File: src/dsv_defs.svh
// Register offsets, field positions, reset values and check limits of the data set validator
`ifndef DSV_DEFS_SVH
`define DSV_DEFS_SVH

// ===========================================================
// Register offsets (byte addresses)
`define DSV_OFF_CTRL 8'h00
`define DSV_OFF_MODE 8'h04
`define DSV_OFF_TYPE 8'h08
`define DSV_OFF_IDENT 8'h0C
`define DSV_OFF_HDR 8'h10
`define DSV_OFF_MCODE 8'h14
`define DSV_OFF_INCR 8'h18
`define DSV_OFF_PATH 8'h1C
`define DSV_OFF_REVS 8'h20
`define DSV_OFF_TRAV 8'h24
`define DSV_OFF_PROT 8'h28
`define DSV_OFF_STATUS 8'h2C

// ===========================================================
// Field positions
`define DSV_CTRL_GO 0
`define DSV_CTRL_DEL 1
`define DSV_CTRL_JOB_LSB 8
`define DSV_ST_BUSY 8
`define DSV_ST_SYS 9
`define DSV_ST_MACH_LSB 10

// ===========================================================
// Reset values and codes
`define DSV_RST_ERR 8'h00
`define DSV_JOB_OUT 8'h40
`define DSV_JOB_IN 8'h41
`define DSV_MODE_PROG 2'h1
`define DSV_MODE_CTRL 2'h2
`define DSV_TYPE_SYS 16'h4944
`define DSV_TYPE_MACH 16'h4D44
`define DSV_TYPE_CAM 16'h4E53
`define DSV_TYPE_TSET 16'h5A53
`define DSV_TYPE_TLIST 16'h5A4C
`define DSV_IDENT 32'h20414243 // Arbitrary identity value; only the leading space byte is fixed
`define DSV_MAX_LINE 8'h04
`define DSV_MAX_INCR 32'h02000000
`define DSV_MAX_PATH 32'h05F5E100
`define DSV_MAX_REVS 16'h1000

// ===========================================================
// Error numbers
`define DSV_E_TYPE 8'h01
`define DSV_E_IDENT 8'h02
`define DSV_E_NUM 8'h03
`define DSV_E_AXNUM 8'h04
`define DSV_E_MODNUM 8'h05
`define DSV_E_AXIS 8'h06
`define DSV_E_8 8'h08
`define DSV_E_9 8'h09
`define DSV_E_10 8'h0A
`define DSV_E_REVIRQ 8'h0C
`define DSV_E_COORD 8'h10
`define DSV_E_ENC 8'h14
`define DSV_E_INCR 8'h16
`define DSV_E_PATH 8'h17
`define DSV_E_REVS 8'h18
`define DSV_E_RANGE 8'h1C
`define DSV_E_JOB 8'hC8
`define DSV_E_MODE 8'hFD

`endif

File: src/dsv_pkg.sv
// Types shared by the data set validator
package dsv_pkg;

	// ===========================================================
	// Sequencer states, one-hot
	typedef enum logic [2:0] {
		DSV_IDLE = 3'h1,
		DSV_CHECK = 3'h2,
		DSV_COMMIT = 3'h4
	} dsv_state_t;

	// Encoder families derived from the encoder type code
	typedef enum logic [1:0] {
		DSV_ENC_INCR = 2'h0,
		DSV_ENC_SINGLE = 2'h1,
		DSV_ENC_MULTI = 2'h2,
		DSV_ENC_BAD = 2'h3
	} dsv_enc_t;

	// Header word of a data set
	typedef struct packed {
		logic [7:0] int_line;
		logic [7:0] axis;
		logic [7:0] module_num;
		logic [7:0] set_num;
	} dsv_hdr_t;

	// Machine data code word
	typedef struct packed {
		logic [9:0] rsv;
		logic rev_irq;
		logic rotary;
		logic [3:0] enc_type;
		logic [3:0] coord;
		logic [3:0] accuracy;
		logic [3:0] func;
		logic [3:0] meas;
	} dsv_mcode_t;

endpackage

File: src/dsv_validator.sv
// Data set validator: APB-staged data set checking with error mailbox byte
//
// What this block does
// - Check every entered data set, number errors
// - Failed transfer puts error in mailbox byte
// - Identity string mismatch gives error 2
// - Bad or used identification number: error 3
// - Interrupt line above 4 gives error 8
// - Line/module change locked while machine data
// - Entry only with job 64 or 65, else 200
// - Entry/deletion needs programmer or controller mode
// - Machine number bad or other axis: 3
// - Other number or protected change: error 4
// - Module number bad or mismatched: error 5
// - Axis 1-3 else 6; measuring 1-3 else 8
// - Function 1-2 else 9; accuracy 1-4 else 10
// - Coordinate effect 1-3 else error 16
// - Revolution interrupt on linear axis: 12
// - Encoder type rules, borrowed only axis 3
// - Increments per revolution per encoder kind: 22
// - Path per revolution 1 to 1e8: 23
// - Revolutions 1-4096, kind rules, else 24
// - Serial encoder range must cover travel: 28
`include "dsv_defs.svh"

module dsv_validator #(
	parameter int unsigned NUM_AXES = 3
) (
	input wire logic sys_clk,
	input wire logic rstn,
	input wire logic psel,
	input wire logic penable,
	input wire logic pwrite,
	input wire logic [7:0] paddr,
	input wire logic [31:0] pwdata,
	output logic [31:0] prdata,
	output logic pready,
	output logic pslverr,
	output logic [7:0] mbox_err_code,
	output dsv_pkg::dsv_state_t seq_state
);
	import dsv_pkg::*;

	// ===========================================================
	// Helper functions
	// Zero is not a power of two here
	function automatic logic is_pow2(input logic [31:0] v);
		is_pow2 = (v != 32'h0) && ((v & (v - 32'h1)) == 32'h0);
	endfunction

	// Types 8 and 9 reuse an incremental encoder of axis 1 or 2
	function automatic dsv_enc_t enc_kind(input logic [3:0] t);
		if (t == 4'h1 || t == 4'h2 || t == 4'h8 || t == 4'h9) begin
			enc_kind = DSV_ENC_INCR;
		end else if (t == 4'h3 || t == 4'h4) begin
			enc_kind = DSV_ENC_SINGLE;
		end else if (t >= 4'h5 && t <= 4'h7) begin
			enc_kind = DSV_ENC_MULTI;
		end else begin
			enc_kind = DSV_ENC_BAD;
		end
	endfunction

	// ===========================================================
	// Declarations
	logic [31:0] prdata_r;
	logic pready_r, pslverr_r;
	logic [7:0] err_r;
	dsv_state_t state_r, state_nxt;
	logic [7:0] job_r;
	logic del_r;
	logic [1:0] mode_r;
	logic [15:0] type_r;
	logic [31:0] ident_r, incr_r, path_r, trav_r, prot_r;
	logic [15:0] revs_r;
	dsv_hdr_t hdr_r;
	dsv_mcode_t mcode_r;
	logic sys_valid_r;
	logic [7:0] sys_num_r, sys_line_r, sys_mod_r;
	logic [NUM_AXES:1] mach_valid_r, mach_incr_r;
	logic [7:0] mach_num_r [1:NUM_AXES];
	logic [31:0] mach_prot_r [1:NUM_AXES];
	logic [7:0] chk_err;
	logic [31:0] rd_data;
	logic addr_ok;
	logic acc, wr, idle;

	assign acc = psel & penable & pready_r;
	assign wr = acc & pwrite;
	assign idle = (state_r == DSV_IDLE);

	// ===========================================================
	// APB slave: one wait state, so pready is a plain flop
	always_ff @(posedge sys_clk or negedge rstn) begin
		if (!rstn) begin
			pready_r <= 1'b0;
			prdata_r <= 32'h0;
			pslverr_r <= 1'b0;
		end else begin
			pready_r <= psel & penable & ~pready_r;
			prdata_r <= rd_data;
			pslverr_r <= psel & penable & ~pready_r & ~addr_ok;
		end
	end

	// Read decode; unmapped offsets read zero with an error
	always_comb begin
		rd_data = 32'h0;
		addr_ok = 1'b1;
		if (paddr == `DSV_OFF_CTRL) begin
			rd_data = {16'h0, job_r, 8'h0};
		end else if (paddr == `DSV_OFF_MODE) begin
			rd_data = {30'h0, mode_r};
		end else if (paddr == `DSV_OFF_TYPE) begin
			rd_data = {16'h0, type_r};
		end else if (paddr == `DSV_OFF_IDENT) begin
			rd_data = ident_r;
		end else if (paddr == `DSV_OFF_HDR) begin
			rd_data = hdr_r;
		end else if (paddr == `DSV_OFF_MCODE) begin
			rd_data = mcode_r;
		end else if (paddr == `DSV_OFF_INCR) begin
			rd_data = incr_r;
		end else if (paddr == `DSV_OFF_PATH) begin
			rd_data = path_r;
		end else if (paddr == `DSV_OFF_REVS) begin
			rd_data = {16'h0, revs_r};
		end else if (paddr == `DSV_OFF_TRAV) begin
			rd_data = trav_r;
		end else if (paddr == `DSV_OFF_PROT) begin
			rd_data = prot_r;
		end else if (paddr == `DSV_OFF_STATUS) begin
			rd_data = 32'h0;
			rd_data[7:0] = err_r;
			rd_data[`DSV_ST_BUSY] = ~idle;
			rd_data[`DSV_ST_SYS] = sys_valid_r;
			rd_data[`DSV_ST_MACH_LSB +: NUM_AXES] = mach_valid_r;
		end else begin
			addr_ok = 1'b0;
		end
	end

	// ===========================================================
	// Staging registers; frozen while a check runs so the verdict
	// and the stored copy come from the same values
	always_ff @(posedge sys_clk or negedge rstn) begin
		if (!rstn) begin
			job_r <= 8'h0;
			del_r <= 1'b0;
			mode_r <= 2'h0;
			type_r <= 16'h0;
			ident_r <= 32'h0;
			hdr_r <= '0;
			mcode_r <= '0;
			incr_r <= 32'h0;
			path_r <= 32'h0;
			revs_r <= 16'h0;
			trav_r <= 32'h0;
			prot_r <= 32'h0;
		end else if (wr && idle) begin
			if (paddr == `DSV_OFF_CTRL) begin
				job_r <= pwdata[`DSV_CTRL_JOB_LSB +: 8];
				del_r <= pwdata[`DSV_CTRL_DEL];
			end else if (paddr == `DSV_OFF_MODE) begin
				mode_r <= pwdata[1:0];
			end else if (paddr == `DSV_OFF_TYPE) begin
				type_r <= pwdata[15:0];
			end else if (paddr == `DSV_OFF_IDENT) begin
				ident_r <= pwdata;
			end else if (paddr == `DSV_OFF_HDR) begin
				hdr_r <= pwdata;
			end else if (paddr == `DSV_OFF_MCODE) begin
				mcode_r <= pwdata;
			end else if (paddr == `DSV_OFF_INCR) begin
				incr_r <= pwdata;
			end else if (paddr == `DSV_OFF_PATH) begin
				path_r <= pwdata;
			end else if (paddr == `DSV_OFF_REVS) begin
				revs_r <= pwdata[15:0];
			end else if (paddr == `DSV_OFF_TRAV) begin
				trav_r <= pwdata;
			end else if (paddr == `DSV_OFF_PROT) begin
				prot_r <= pwdata;
			end
		end
	end

	// ===========================================================
	// Checker: first failing check in priority order wins
	always_comb begin
		logic [7:0] ax;
		logic ax_ok, clash, ssi, src_ok;
		logic [47:0] range;
		dsv_enc_t kind;
		ax = hdr_r.axis;
		ax_ok = (ax >= 8'h1) && (ax <= 8'(NUM_AXES));
		clash = 1'b0;
		for (int i = 1; i <= NUM_AXES; i++) begin
			if (mach_valid_r[i] && mach_num_r[i] == hdr_r.set_num && ax != 8'(i)) begin
				clash = 1'b1;
			end
			if (type_r == `DSV_TYPE_SYS && mach_valid_r[i] && mach_num_r[i] == hdr_r.set_num) begin
				clash = 1'b1;
			end
		end
		kind = enc_kind(mcode_r.enc_type);
		ssi = (kind == DSV_ENC_SINGLE) || (kind == DSV_ENC_MULTI);
		src_ok = (mcode_r.enc_type == 4'h8) ? (mach_valid_r[1] && mach_incr_r[1]) : (mach_valid_r[2] && mach_incr_r[2]);
		range = path_r * {16'h0, revs_r};
		chk_err = 8'h0;
		if (del_r) begin
			if (mode_r != `DSV_MODE_PROG && mode_r != `DSV_MODE_CTRL) chk_err = `DSV_E_MODE;
		end else if (job_r != `DSV_JOB_OUT && job_r != `DSV_JOB_IN) begin
			chk_err = `DSV_E_JOB;
		end else if (mode_r != `DSV_MODE_PROG && mode_r != `DSV_MODE_CTRL) begin
			chk_err = `DSV_E_MODE;
		end else if (type_r != `DSV_TYPE_SYS && type_r != `DSV_TYPE_MACH && type_r != `DSV_TYPE_CAM &&
				type_r != `DSV_TYPE_TSET && type_r != `DSV_TYPE_TLIST) begin
			chk_err = `DSV_E_TYPE;
		end else if (ident_r != `DSV_IDENT) begin
			chk_err = `DSV_E_IDENT;
		end else if (type_r == `DSV_TYPE_SYS) begin
			if (hdr_r.set_num == 8'h0 || clash) chk_err = `DSV_E_NUM;
			else if (hdr_r.int_line > `DSV_MAX_LINE) chk_err = `DSV_E_8;
			else if (|mach_valid_r && hdr_r.int_line != sys_line_r) chk_err = `DSV_E_9;
			else if (|mach_valid_r && hdr_r.module_num != sys_mod_r) chk_err = `DSV_E_10;
		end else if (type_r == `DSV_TYPE_MACH) begin
			if (!ax_ok) chk_err = `DSV_E_AXIS;
			else if (hdr_r.set_num == 8'h0 || clash) chk_err = `DSV_E_NUM;
			else if (mach_valid_r[ax] && mach_num_r[ax] != hdr_r.set_num) chk_err = `DSV_E_AXNUM;
			else if (mach_valid_r[ax] && mach_prot_r[ax] != prot_r) chk_err = `DSV_E_AXNUM;
			else if (hdr_r.module_num == 8'h0 || !sys_valid_r || hdr_r.module_num != sys_mod_r) begin
				chk_err = `DSV_E_MODNUM;
			end else if (mcode_r.meas < 4'h1 || mcode_r.meas > 4'h3) chk_err = `DSV_E_8;
			else if (mcode_r.func < 4'h1 || mcode_r.func > 4'h2) chk_err = `DSV_E_9;
			else if (mcode_r.accuracy < 4'h1 || mcode_r.accuracy > 4'h4) chk_err = `DSV_E_10;
			else if (mcode_r.rev_irq && !mcode_r.rotary) chk_err = `DSV_E_REVIRQ;
			else if (mcode_r.coord < 4'h1 || mcode_r.coord > 4'h3) chk_err = `DSV_E_COORD;
			else if (kind == DSV_ENC_BAD) chk_err = `DSV_E_ENC;
			else if (mcode_r.enc_type >= 4'h8 && (ax != 8'h3 || !src_ok)) chk_err = `DSV_E_ENC;
			else if ((kind == DSV_ENC_SINGLE && (incr_r[0] || incr_r == 32'h0)) ||
					(kind == DSV_ENC_MULTI && (!is_pow2(incr_r) || incr_r > `DSV_MAX_INCR)) ||
					(kind == DSV_ENC_INCR && (incr_r == 32'h0 || incr_r > `DSV_MAX_INCR))) begin
				chk_err = `DSV_E_INCR;
			end else if (path_r == 32'h0 || path_r > `DSV_MAX_PATH) chk_err = `DSV_E_PATH;
			else if (revs_r == 16'h0 || revs_r > `DSV_MAX_REVS ||
					(kind == DSV_ENC_MULTI && !is_pow2({16'h0, revs_r})) ||
					(kind == DSV_ENC_INCR && revs_r != 16'h1)) begin
				chk_err = `DSV_E_REVS;
			end else if (ssi && (range < {16'h0, trav_r} || (mcode_r.rotary && range != {16'h0, trav_r}))) begin
				chk_err = `DSV_E_RANGE;
			end
		end
	end

	// ===========================================================
	// Sequencer: a write of the go bit starts one check cycle
	always_comb begin
		state_nxt = state_r;
		case (state_r)
			DSV_IDLE: begin
				if (wr && paddr == `DSV_OFF_CTRL && pwdata[`DSV_CTRL_GO]) state_nxt = DSV_CHECK;
			end
			DSV_CHECK: begin
				if (chk_err == 8'h0 && (del_r || job_r == `DSV_JOB_IN)) state_nxt = DSV_COMMIT;
				else state_nxt = DSV_IDLE;
			end
			DSV_COMMIT: begin
				state_nxt = DSV_IDLE;
			end
			default: begin
				state_nxt = DSV_IDLE;
			end
		endcase
	end

	always_ff @(posedge sys_clk or negedge rstn) begin
		if (!rstn) begin
			state_r <= DSV_IDLE;
		end else begin
			state_r <= state_nxt;
		end
	end

	// Verdict of every check lands in the mailbox byte
	always_ff @(posedge sys_clk or negedge rstn) begin
		if (!rstn) begin
			err_r <= `DSV_RST_ERR;
		end else if (state_r == DSV_CHECK) begin
			err_r <= chk_err;
		end
	end

	// ===========================================================
	// Stored set state; only touched from a clean commit
	always_ff @(posedge sys_clk or negedge rstn) begin
		if (!rstn) begin
			sys_valid_r <= 1'b0;
			sys_num_r <= 8'h0;
			sys_line_r <= 8'h0;
			sys_mod_r <= 8'h0;
		end else if (state_r == DSV_COMMIT && !del_r && type_r == `DSV_TYPE_SYS) begin
			sys_valid_r <= 1'b1;
			sys_num_r <= hdr_r.set_num;
			sys_line_r <= hdr_r.int_line;
			sys_mod_r <= hdr_r.module_num;
		end
	end

	// Deletion clears all machine data, which unlocks line and module
	always_ff @(posedge sys_clk or negedge rstn) begin
		if (!rstn) begin
			mach_valid_r <= '0;
			mach_incr_r <= '0;
			for (int i = 1; i <= NUM_AXES; i++) begin
				mach_num_r[i] <= 8'h0;
				mach_prot_r[i] <= 32'h0;
			end
		end else if (state_r == DSV_COMMIT) begin
			if (del_r) begin
				mach_valid_r <= '0;
			end else if (type_r == `DSV_TYPE_MACH) begin
				mach_valid_r[hdr_r.axis] <= 1'b1;
				mach_incr_r[hdr_r.axis] <= (enc_kind(mcode_r.enc_type) == DSV_ENC_INCR);
				mach_num_r[hdr_r.axis] <= hdr_r.set_num;
				mach_prot_r[hdr_r.axis] <= prot_r;
			end
		end
	end

	// ===========================================================
	// Outputs
	assign prdata = prdata_r;
	assign pready = pready_r;
	assign pslverr = pslverr_r;
	assign mbox_err_code = err_r;
	assign seq_state = state_r;

	logic job_ok, mode_ok;
	assign job_ok = (job_r == `DSV_JOB_OUT) || (job_r == `DSV_JOB_IN);
	assign mode_ok = (mode_r == `DSV_MODE_PROG) || (mode_r == `DSV_MODE_CTRL);
endmodule

File: config.mk
export PLATFORM = sky130hd
export DESIGN_NAME = dsv_validator
export DESIGN_NICKNAME = d
export VERILOG_FILES = /design/src/dsv_pkg.sv /design/src/dsv_validator.sv
export VERILOG_INCLUDE_DIRS = /design/src
export SDC_FILE = /design/constraint.sdc
export NUM_CORES = 2
export LEC_CHECK = 0
export BUFFER_PORTS_ARGS = -buffer_cell sky130_fd_sc_hd__buf_2
export CAP_MARGIN = 5
export CORE_MARGIN = 10
export CORE_UTILIZATION = 50
export DETAILED_ROUTE_END_ITERATION = 16
export PLACE_DENSITY = 0.66
export SYNTH_ARGS = -nofsm -noshare
export SYNTH_HDL_FRONTEND = slang
export SYNTH_SLANG_ARGS = --single-unit
File: constraint.sdc
create_clock -name sys_clk -period 23.4 [get_ports sys_clk]
set_input_delay 2.34 -clock sys_clk [delete_from_list [all_inputs] [get_ports sys_clk]]
set_output_delay 2.34 -clock sys_clk [all_outputs]
set_load 0.02 [all_outputs]
==> reports/results.txt <==
Worst reg2reg setup slack = 14.41 ns
R2r endpoint = seq_state[2]
Seq pwr share = 49.4%
Hold buffers post-CTS = 0
CP startpoint = path_r[7]
Relative slew margins = 16.19%
Setup Slack @ Placement = 14.55 ns
Wire length on met2 = 53620 um
PD cells = 37.57 nW/um2
M1 WL = 52510 um
Capture point of the worst path = seq_state[2]
Final setup viols = 0
Flip-flop and latch area = 11340 um2
Post-CTS setup buffer count = 0
Placement Cell Area = 40990 um2
Die area = 91280 um2
HP Class = reg -> reg
Largest net degree at the start of global routing = 121
Ys flop type = dfrtp_1
Io pins = 90
First-pass DRT Iterations = 8
DRT antenna net count = 0
Post-cts resize count = 0
Sw Pwr = 0.3677 mW
Top routing layer used = met5
Num rows = 103
Crit. End Element = register
Worst Path Required = 23.87 ns
Hold Violations, Final = 0
Yosys warnings = 0
Final Max Tran Viols = 0
Hold WS = 0.4830 ns
Post-synth cell types = 95
Commonest cells in the netlist = nand2_1 (531), inv_1 (520), dfrtp_1 (452), fa_1 (418), mux2_2 (365)
Die H = 302.1 um
Final setup skew = 0.01854 ns
First-pass GRT wire length = 187100 um
Final setup margin = 14.41 ns
Most Frequent Cell on Critical Path = fa_1
Initial Util = 50.38%
Mapped Area = 39800 um2
Drt initial violations = 2756
# H-tree levels = 2
Final non-filler cell area = 42530 um2
CTS buffer count = 46
Dominant cells by area after synthesis = dfrtp_1 (28%), fa_1 (21%), mux2_2 (10%)
Final wirelength = 119000 um
Fin crit period = 8.990 ns
Met3 WL = 9401 um
Combinational cell fraction of total power = 3.4%
Most common cell in the netlist = nand2_1
Worst R2R Start = path_r[7]
CTS max path bufs = 3
Gpl congestion = 0.9810
Synth Register Bits = 453
Final period util = 38.42%
Vias per Instance = 5.995
VDD IR max = 0.04720 mV
Leak Pwr = 20.61 nW
Sw frac = 23.01%
Clock Sinks = 453
RSZ-0062 raised after global routing = false
Post-Synthesis Cells = 4102
Crit path cell chain = nand2_1 > fa_1 > inv_1 > fa_1 > fa_1 > fa_1 > fa_1 > inv_1 > fa_1 > inv_1 > ha_1 > nand2_1 > or4_1 > a2111oi_0 > o31ai_1 > a211oi_1 > nand4_1 > a2111oi_0 > nand4_1 > a21oi_1 > o21ai_1 > and3_1
Mean post-synth cell area = 9.702 um2
Startpoint types = register
Outcome = finished clean
P&R area growth vs syn = 6.866%
Setup TNS = 0 ns
Post-DP HPWL = 87340 um
Share of cells above drive strength 1 = 15.47%
Yosys top cell by area = dfrtp_1
Worst-case reg-to-reg path depth = 22
CTS clock-pin slew for the worst setup and hold paths = 0.06 ns
Nets = 4637
Clk_lat worst skew = 0.57 ns
Slowest cell on crit path = dfrtp_1
Vias in the first global route = 30695
Core footprint = 79000 um2
Multi-input gate area = 25440 um2
Die X = 302.1 um
Root Driver = clkbuf_16
Max-Cap Viols = 0
Global route overflow = 0
Via count = 30610
Post-synth top area share = 28.42%
TritonCTS clock tree = done
Final Util = 53.84%
Fill count = 7176
Int Pwr = 1.230 mW
Slowest stage delay, CP = 0.97 ns
DRC viols = 0
Post-synth ARST share = 100.0%
Critical path fanouts, max = 19
WP data arrival = 9.46 ns
WL/cell = 23.30 um
Post-synth EDFFs = 0
Clock power share = 47.2%
Sequential area share after synthesis = 28.49%
Critical Setup Path Class = reg -> reg
Syn Nets = 4721
Initial antenna violation count = 3
Slew @ Worst Pin = 1.254 ns
IO buf count = 89
Total global-route track usage = 26.30%
F_max = 0.1112 GHz
-- worst max-delay path: cells and delay by family (launching register included) --
family | cells | cell delay [ns]
AO/OA/AOI/OAI | 6 | 2.55
flip-flops | 1 | 0.97
adder cells (fa/ha/maj) | 7 | 3.54
AND/OR/NAND/NOR | 6 | 1.64
buffers and inverters | 3 | 0.15
-- metal layers --
metal  GRT usage (%)  vias up
met5               0        -
met4           6.956        2
met3           4.632      203
met2           40.62     1179
met1           37.86    15796
li1                -    13430
-- power by group through the flow --
stage          sequential, mW  combinational [mW]  clock, mW
6_report                0.790              0.0550      0.754
5_1_grt                 0.789              0.0600      0.796
4_1_cts                 0.789              0.0552      0.761
3_5_place_dp            0.804              0.0550          0
3_3_place_gp            0.804              0.0547          0
2_1_floorplan           0.803              0.0161          0
-- through the flow --
stage / cells / power (mW)
2_1_floorplan: 4102 / 0.8193
3_3_place_gp: 5019 / 0.8585
3_5_place_dp: 5019 / 0.8589
4_1_cts: 5102 / 1.605
5_1_grt: 5104 / 1.645
6_report: 5106 / 1.598
-- flip-flops by register name, indices dropped and copies added (netlist names), 16 cells and up --
signal / count
trav_r: 32
mcode_r: 32
prdata: 32
type_r: 16
hdr_r: 32
mach_prot_r: 96
prot_r: 32
ident_r: 32
path_r: 32
mach_num_r: 24
incr_r: 32
revs_r: 16
-- final cells by class --
type | instances | area share (%)
antenna | 3 | 0.01765
clock buffer | 65 | 3.159
clock inverter | 18 | 0.4118
inverter | 520 | 4.589
multi-input combinational | 2841 | 59.81
sequential | 453 | 26.66
tap | 1050 | 3.089
timing repair buffer | 156 | 2.262
-- cells by family after synthesis --
group / Yosys count / synth area share [%]
compound gates: 612 / 10.23
xor+xnor: 115 / 2.531
fa+ha+maj: 578 / 26.03
buf+inv: 808 / 7.715
flops: 453 / 28.49
mux: 411 / 11.50
simple gates: 1125 / 13.51
-- cell usage in the layout, fill, tap and decap left out, drive strengths merged, types with 22 or more instances in the layout --
cell type / n
nand4: 54
nor3: 39
and2: 190
dfrtp: 452
xor2: 38
o21ai: 152
inv: 522
a21oi: 149
o21a: 22
fa: 418
nand2: 531
xnor2: 77
clkbuf: 65
nor2: 146
a221oi: 28
o22ai: 23
nand3: 37
buf: 156
o221ai: 37
a22oi: 33
mux2: 369
mux2i: 42
ha: 156
nor4: 33
-- worst min-delay path by stage --
stage / to / startpoint / depth (start not counted) / slack [ns]
floorplan: mach_prot_r[77] / mach_prot_r[77] / 2 / 0.45
global placement: mach_prot_r[13] / mach_prot_r[13] / 2 / 0.46
detailed placement: mach_prot_r[79] / mach_prot_r[79] / 2 / 0.47
CTS: mach_prot_r[79] / mach_prot_r[79] / 2 / 0.48
global route: mach_prot_r[92] / mach_prot_r[92] / 1 / 0.51
finish: mach_prot_r[77] / mach_prot_r[77] / 2 / 0.48
No activity file was read; power rests on OpenSTA's default activity.
